--- src/hw/cbaop_pkg.sv ---
`default_nettype none
package cbaop_pkg;

  // register byte offsets
  localparam logic [7:0] CBAOP_OFF_CTRL = 8'h00;
  localparam logic [7:0] CBAOP_OFF_OPERAND = 8'h04;
  localparam logic [7:0] CBAOP_OFF_ACC = 8'h08;
  localparam logic [7:0] CBAOP_OFF_STATUS = 8'h0C;

  // control register fields
  localparam int CBAOP_CTRL_OP_LSB = 0;
  localparam int CBAOP_CTRL_OP_W = 2;
  localparam int CBAOP_CTRL_GO_BIT = 2;

  // status register fields
  localparam int CBAOP_ST_ZERO_BIT = 0;
  localparam int CBAOP_ST_AUXC_BIT = 1;
  localparam int CBAOP_ST_CARRY_BIT = 2;
  localparam int CBAOP_ST_WDTO_BIT = 3;
  localparam int CBAOP_ST_PDN_BIT = 4;
  localparam int CBAOP_ST_WDCLR_BIT = 5;

  // reset values
  localparam logic [7:0] CBAOP_RST_BYTE = 8'h00;
  localparam logic [31:0] CBAOP_RST_WORD = 32'h0000_0000;

  // decimal adjust constants
  localparam logic [3:0] CBAOP_BCD_MAX = 4'h9;
  localparam logic [3:0] CBAOP_BCD_FIX = 4'h6;

  typedef enum logic [1:0] {
    CBAOP_OP_INV_PLACE,
    CBAOP_OP_INV_ACC,
    CBAOP_OP_DEC_ADJ,
    CBAOP_OP_WDRST
  } cbaop_op_t;

  typedef struct packed {
    logic zero;
    logic auxc;
    logic carry;
    logic wdto;
    logic pdn;
  } cbaop_flags_t;

endpackage : cbaop_pkg
`default_nettype wire

--- src/hw/cbaop_core.sv ---
`timescale 1ns/10ps
`default_nettype none
module cbaop_core
  import cbaop_pkg::*;
(
  input wire logic pclk,
  input wire logic presetn,
  input wire logic psel,
  input wire logic penable,
  input wire logic pwrite,
  input wire logic [7:0] paddr,
  input wire logic [31:0] pwdata,
  input wire logic [3:0] pstrb,
  output logic [31:0] prdata,
  output logic pready,
  output logic pslverr,
  input wire logic watchdog_expire_evt,
  input wire logic powerdown_evt,
  output logic watchdog_clear
);

  // data memory location, accumulator and status state
  logic [7:0] mem_reg;
  logic [7:0] mem_next;
  logic [7:0] acc_reg;
  logic [7:0] acc_next;
  cbaop_flags_t flags_reg;
  cbaop_flags_t flags_next;
  logic wdclr_reg;
  logic wdclr_next;

  wire wr_en = psel && penable && pwrite;
  wire hit_ctrl = (paddr == CBAOP_OFF_CTRL);
  wire hit_opnd = (paddr == CBAOP_OFF_OPERAND);
  wire hit_acc = (paddr == CBAOP_OFF_ACC);
  wire hit_st = (paddr == CBAOP_OFF_STATUS);
  wire mapped = hit_ctrl || hit_opnd || hit_acc || hit_st;
  wire go = wr_en && hit_ctrl && pstrb[0] && pwdata[CBAOP_CTRL_GO_BIT];
  cbaop_op_t op;
  assign op = cbaop_op_t'(pwdata[CBAOP_CTRL_OP_LSB +: CBAOP_CTRL_OP_W]);

  // lane 0 write strobes per register
  wire wr_opnd = wr_en && hit_opnd && pstrb[0];
  wire wr_acc = wr_en && hit_acc && pstrb[0];
  wire wr_st = wr_en && hit_st && pstrb[0];

  // one strobe per operation
  wire do_inv_place = go && (op == CBAOP_OP_INV_PLACE);
  wire do_inv_acc = go && (op == CBAOP_OP_INV_ACC);
  wire do_dec_adj = go && (op == CBAOP_OP_DEC_ADJ);
  wire do_wd_restart = go && (op == CBAOP_OP_WDRST);

  function automatic logic is_zero(input logic [7:0] v);
    return v == 8'h00;
  endfunction : is_zero

  // nibble needs plus six when above nine or flag set
  function automatic logic nibble_fix(input logic [3:0] nib, input logic flag);
    return (nib > CBAOP_BCD_MAX) || flag;
  endfunction : nibble_fix

  // nibble plus optional six, carry out in bit 4
  function automatic logic [4:0] nibble_add(input logic [3:0] nib, input logic fix, input logic cin);
    return {1'b0, nib} + {1'b0, (fix ? CBAOP_BCD_FIX : 4'h0)} + {4'h0, cin};
  endfunction : nibble_add

  // inverted operand
  wire [7:0] inv_val = ~mem_reg;

  wire lo_fix = nibble_fix(acc_reg[3:0], flags_reg.auxc);
  wire [4:0] lo_sum = nibble_add(acc_reg[3:0], lo_fix, 1'b0);
  wire hi_fix = nibble_fix(acc_reg[7:4], flags_reg.carry);
  wire [4:0] hi_sum = nibble_add(acc_reg[7:4], hi_fix, lo_sum[4]);
  wire [7:0] adj_val = {hi_sum[3:0], lo_sum[3:0]};
  wire adj_carry = hi_sum[4] || flags_reg.carry;

  // next values; an operation beats a same-cycle register write
  always_comb begin
    mem_next = mem_reg;
    acc_next = acc_reg;
    flags_next = flags_reg;
    if (wr_opnd) begin
      mem_next = pwdata[7:0];
    end
    if (wr_acc) begin
      acc_next = pwdata[7:0];
    end
    if (wr_st) begin
      flags_next.zero = pwdata[CBAOP_ST_ZERO_BIT];
      flags_next.auxc = pwdata[CBAOP_ST_AUXC_BIT];
      flags_next.carry = pwdata[CBAOP_ST_CARRY_BIT];
    end
    if (go) begin
      unique case (op)
        CBAOP_OP_INV_PLACE: begin
          mem_next = inv_val;
          flags_next.zero = is_zero(inv_val);
        end
        CBAOP_OP_INV_ACC: begin
          acc_next = inv_val;
          flags_next.zero = is_zero(inv_val);
        end
        CBAOP_OP_DEC_ADJ: begin
          mem_next = adj_val;
          flags_next.carry = adj_carry;
        end
        CBAOP_OP_WDRST: begin
          flags_next.wdto = 1'b0;
          flags_next.pdn = 1'b0;
        end
      endcase
    end
    // events come last so a set beats a restart clear
    if (watchdog_expire_evt) begin
      flags_next.wdto = 1'b1;
    end
    if (powerdown_evt) begin
      flags_next.pdn = 1'b1;
    end
  end

  assign wdclr_next = do_wd_restart;

  always_ff @(posedge pclk or negedge presetn) begin
    if (!presetn) begin
      mem_reg <= CBAOP_RST_BYTE;
    end else begin
      mem_reg <= mem_next;
    end
  end

  always_ff @(posedge pclk or negedge presetn) begin
    if (!presetn) begin
      acc_reg <= CBAOP_RST_BYTE;
    end else begin
      acc_reg <= acc_next;
    end
  end

  always_ff @(posedge pclk or negedge presetn) begin
    if (!presetn) begin
      flags_reg <= '0;
    end else begin
      flags_reg <= flags_next;
    end
  end

  always_ff @(posedge pclk or negedge presetn) begin
    if (!presetn) begin
      wdclr_reg <= 1'b0;
    end else begin
      wdclr_reg <= wdclr_next;
    end
  end

  wire [31:0] st_word = {26'h0, wdclr_reg, flags_reg.pdn, flags_reg.wdto,
                         flags_reg.carry, flags_reg.auxc, flags_reg.zero};
  assign prdata = hit_opnd ? {24'h0, mem_reg} :
                  hit_acc ? {24'h0, acc_reg} :
                  hit_st ? st_word : CBAOP_RST_WORD;
  assign pready = 1'b1;
  assign pslverr = psel && penable && !mapped;
  assign watchdog_clear = wdclr_reg;
endmodule : cbaop_core
`default_nettype wire

--- config.mk ---
export PLATFORM = sky130hd
export DESIGN_NAME = cbaop_core
export DESIGN_NICKNAME = d
export VERILOG_FILES = /design/src/hw/cbaop_pkg.sv /design/src/hw/cbaop_core.sv
export SDC_FILE = /design/constraint.sdc
export NUM_CORES = 1
export LEC_CHECK = 0
export ABC_AREA = 1
export BUFFER_PORTS_ARGS = -buffer_cell sky130_fd_sc_hd__buf_2
export CAP_MARGIN = 5
export CORE_UTILIZATION = 29
export CTS_CLUSTER_SIZE = 40
export DETAILED_ROUTE_END_ITERATION = 7
export PLACE_DENSITY = 0.59
export SYNTH_ARGS = -nofsm -noshare
export SYNTH_HDL_FRONTEND = slang
export SYNTH_SLANG_ARGS = --single-unit
--- constraint.sdc ---
create_clock -name pclk -period 2.5 [get_ports pclk]
set_input_delay 0.125 -clock pclk [delete_from_list [all_inputs] [get_ports pclk]]
set_output_delay 0.125 -clock pclk [all_outputs]
set_load 0.1 [all_outputs]
# Word-level counts from Yosys, hierarchy flattened
# Index checks and enable logic that the tools add are counted.
totals:
  ff_bits: 22
  latchBits: 0
  ram_bits: 0
  mem_bits_ro: 0
  word_cells: 69
  n_memories: 0
op_classes:
  add_sub_neg: 3
  n_mul: 0
  div: 0
  order_cmp: 2
  eq_ne: 6
  n_shift: 0
  muxes: 19
  bitwise_logic: 1
  n_reduce_logical: 30
op_table:
  columns: ["cell", "count"]
  rows:
  - ["8-bit 2-to-1 mux", 7]
  - ["8-bit by 4-bit equality test with 1-bit output, second input constant", 2]
  - ["8-bit logical NOT", 2]
  - ["8-bit case mux with 2 select lines", 1]
  - ["1-bit logical AND", 13]
  - ["3-bit 2-to-1 mux", 4]
  - ["4-bit by 3-bit adder with 5-bit output", 2]
  - ["8-bit by 3-bit equality test with 1-bit output, second input constant", 1]
  - ["4-bit greater-than comparator, second input constant", 2]
  - ["8-bit NOT", 1]
  - ["2-bit nonzero test", 4]
  - ["1-bit logical OR", 6]
  - ["6-bit 2-to-1 mux", 1]
  - ["5-bit by 1-bit adder with 5-bit output", 1]
  - ["1-bit 2-to-1 mux", 5]
  - ["2-bit equality test, second input constant", 2]
  - ["2-bit AND reduction", 2]
  - ["2-bit by 1-bit equality test with 1-bit output, second input constant", 1]
  - ["2-bit logical NOT", 1]
  - ["2-bit 2-to-1 mux", 1]
  - ["2-bit OR reduction", 1]
  - ["1-bit logical NOT", 1]

# Longest topological paths before layout
logic_depth:
  ltp_word: 9
  ltp_mapped: 13
  ltp_nobuf: 13

# Worst setup path after synthesis
# Ideal clock, no wire load.
synth_path:
  path_type: "input to output"
  start: "input paddr[5]"
  end: "output prdata[1]"
  arrival_time_ps: 2186
  path_slack_ps: 189
  path_stages: 5
  cell_sequence: "nor2_1 > nand2_2 > inv_2 > nand2_1 > o221ai_1"
synth_between:
  elab_chain_cells: 4
synth_rtl:
  columns: ["item", "line", "source"]
  rows:
  - ["start, declared", "cbaop_core.sv:11", "input wire logic [7:0] paddr,"]
  - ["8-bit by 4-bit equality test with 1-bit output", "cbaop_core.sv:36", "wire hit_st = (paddr == CBAOP_OFF_STATUS);"]
  - ["6-bit 2-to-1 mux", "cbaop_core.sv:160", "hit_st ? st_word : CBAOP_RST_WORD;"]
  - ["8-bit 2-to-1 mux", "cbaop_core.sv:159", "hit_acc ? {24'h0, acc_reg} :"]
  - ["8-bit 2-to-1 mux (*)", "cbaop_core.sv:158", "assign prdata = hit_opnd ? {24'h0, mem_reg} :"]
  - ["end, declared", "cbaop_core.sv:14", "output logic [31:0] prdata,"]
# Every way passes the cells marked *; elsewhere a longest branch is shown, timed or not.

# Final worst setup path
layout_path:
  start: "register acc_reg[2]"
  end: "register mem_reg[6]"
layout_between:
  elab_chain_cells: 7
layout_rtl:
  columns: ["item", "line", "source"]
  rows:
  - ["start, declared", "cbaop_core.sv:25", "logic [7:0] acc_reg;"]
  - ["start signal, assigned", "cbaop_core.sv:136", "acc_reg <= acc_next;"]
  - ["4-bit greater-than comparator", "cbaop_core.sv:59", "return (nib > CBAOP_BCD_MAX) || flag;"]
  - ["1-bit logical OR", "cbaop_core.sv:59", null]
  - ["3-bit 2-to-1 mux", "cbaop_core.sv:64", "return {1'b0, nib} + {1'b0, (fix ? CBAOP_BCD_FIX : 4'h0)} + {4'h0, cin};"]
  - ["4-bit by 3-bit adder with 5-bit output (*)", "cbaop_core.sv:64", null]
  - ["5-bit by 1-bit adder with 5-bit output (*)", "cbaop_core.sv:64", null]
  - ["8-bit case mux with 2 select lines (*)", "cbaop_core.sv:94", "unique case (op)"]
  - ["8-bit 2-to-1 mux (*)", "cbaop_core.sv:93", "if (go) begin"]
  - ["net mem_next[6]", "cbaop_core.sv:24", "logic [7:0] mem_next;"]
  - ["end signal, assigned", "cbaop_core.sv:128", "mem_reg <= mem_next;"]
  - ["end, declared", "cbaop_core.sv:23", "logic [7:0] mem_reg;"]
# Mark *: on every way through the listed nets, which the timed path passes. The rest lies on a longest branch.
# A chain may end at the register's enable or synchronous reset.

==> flow_summary.toml <==
[route]
ant_nets = 0
drt_wl_total_um = 5401
vias = 1895
drtIter0Drc = 143
wire_per_inst_um = 13.47
via_per_inst = 4.726
route.detailed.drc = 8
first_pass_iters = 6

[finish]
fin_nets = 384
drive_gt1_share_pct = 17.28
synthToLayoutAreaGrowth_pct = 10.98
antenna_cells = 0
mostFrequentLayoutCell = "nand2_1"
final_cell_mix = "nand2_1, inv_1, buf_2"

[worst_setup_path]
timing.rr.start = "acc_reg[2]"
cp.arrival_ns = 2.47
timing.rr.end = "mem_reg[6]"
critPathLaunch = "acc_reg[2]"
critPathKind = "register to register"
path_cells = "o21ai_0 -> nand2_1 -> ha_1 -> a21oi_1 -> nor2_1 -> ha_1 -> fa_1 -> o21ai_0 -> o22ai_1 -> nand2_1 -> nand2_1"
r2r_setup_slack_ns = 0.18
setup.worst_path.end = "mem_reg[6]"
critPathMaxFanout = 3
cpPeakStageDelay_ns = 0.41
required_ns = 2.65
worstSetupStartpointType = "register"
endpoint_kind = "register"
rr_worst_depth = 11
crit_buf_inv = 0
cp_slowest_cell = "dfrtp_1"
crit_family = "adder cells"
cpMostUsedCell = "nand2_1"
cp.depth = 11

[job]
drv_cap = 0

[worst_hold_path]
holdPathStages = 3
hp-class = "input pin to register"

[synth]
synth_edf_count = 0
synth.top_cell.area_share_pct = 28.24
synthTopCellsByArea = "dfrtp_1, nand2_1, buf_4"
avgSynthCellArea_um2 = 6.745
yosys.area.top_type = "dfrtp_1"
seq_area_frac_synth_pct = 28.24
syn_inst = 289
synth_async_sr_flop_share_pct = 100.0
ys_types = 23
synth_warnings = 0
ys_seq_elements = 22
synth_ff_type = "dfrtp_1"
netlist_area_um2 = 1949

[die]
die_h_um = 83.99
die_w_um = 83.99
placementRows = 29
ios = 86
core_area_um2 = 6422
start_util_pct = 30.35
die_area_um2 = 7053

[timing]
rsz0062_at_grt = "no"
timing.fmax_ghz = 0.4311
maxSlewViolCount = 0
holdWs_ns = 0.03240
skew_ns = 0.002635
min_period_over_period_pct = 92.79
tns_ns = 0
hold_viol = 0
fin_crit_ns = 2.320
finalWorstSetupSlack_ns = 0.1802
finalSetupViolations = 0
worst_pin_slew_ns = 0.5363
slew_headroom_pct = 64.25

[clock_tree]
post_cts_buffers = 0
hold_buffers = 1
clk-insertion-delay-late_ns = 0.26
path_clk_slew_ns = 0.09
h-tree-depth = 1
cts_resized = 0
cts.sinks = 22
cts_buffers = 3
clk_path_buf_depth = 2
ctsRootBufferMaster = "clkbuf_8"
tritoncts = "done"

[grt]
grt_pass1_vias = 1798
globalRoute.totalOverflow = 0
grt_antenna_before_repair = 0
grt_pass1_wl_um = 8963
gr-usage-all-layers_pct = 16.12
grt_max_degree = 23

[run_status]
status = "finished, violations left"
violations = "DRC"

[pwr]
cellLeakagePower_nw = 1.098
ir_drop_v = 0.0001627
p_per_area_nw_per_um2 = 399.1
finalPower_mw = 0.8634

[placement]
place_congestion = 0.9100
io_buffer_count = 33
post-dp-hpwl_um = 4049
pre_cts_slack_ns = 0.1980
[stage by stage]
step	std cells	cell area [um^2]	utilization [%]
after floorplan	312	2036	-
after global placement	397	2112	32.89
after detailed placement	397	2112	32.89
after CTS	401	2163	33.68
after global routing	401	2163	33.68
final	401	2163	33.68
[synthesized netlist by cell type (all sizes together) (4+ instances only)]
master / count
buf: 26
o21ai: 7
nand3: 36
ha: 5
nor2: 28
nand2: 92
nand4: 12
dfrtp: 22
o211ai: 7
inv: 41
o22ai: 4
[worst min path at each step]
| stage | slack (ns) | start | to |
|---|---|---|---|
| floorplan | -0.17 | presetn | acc_reg[0] |
| global placement | 0.13 | presetn | flags_reg[2] |
| detailed placement | 0.14 | presetn | flags_reg[2] |
| CTS | 0.03 | powerdown_evt | flags_reg[0] |
| global route | 0.05 | watchdog_expire_evt | flags_reg[1] |
| finish | 0.03 | powerdown_evt | flags_reg[0] |
[metal layers]
metal,GRT usage [%],routed length (um),up-vias
met3,1.286,342,8
li1,-,-,948
met1,22.25,2396,856
met2,26.75,2582,83
met4,4.859,79,0
met5,0,0,-
[tightest hold or removal path, cell delays in order]
cell,delay (ns)
buf_2,0.07
inv_1,0.03
nand2_1,0.04
[where the power goes]
| group | internal (mW) | switching, mW | total, mW |
|---|---|---|---|
| Combinational | 0.0320 | 0.236 | 0.268 |
| Sequential | 0.359 | 0.00302 | 0.362 |
| Clock | 0.108 | 0.126 | 0.233 |
| Total | 0.499 | 0.365 | 0.863 |
[kinds of logic (layout without fill, tap and decap cells)]
logic type               count (synthesis)  in the layout  synth area share, %
flip-flops                              22             22                28.24
AND/OR/NAND/NOR                        168            168                40.69
adder cells (fa/ha/maj)                  7              7                5.263
XOR/XNOR                                 1              1               0.4494
buffers and inverters                   67             79                17.78
AO/OA/AOI/OAI                           22             22                7.188
other                                    2             25               0.3853
[final cells by class]
| cell class | instances | area, um^2 |
|---|---|---|
| sequential | 22 | 550.5 |
| multi-input combinational | 223 | 1139 |
| timing repair buffer | 35 | 182.7 |
| inverter | 41 | 153.9 |
| tap | 77 | 96.34 |
| fill | 694 | 4259 |
| clock buffer | 3 | 41.29 |
No activity file was read; power rests on OpenSTA's default activity.
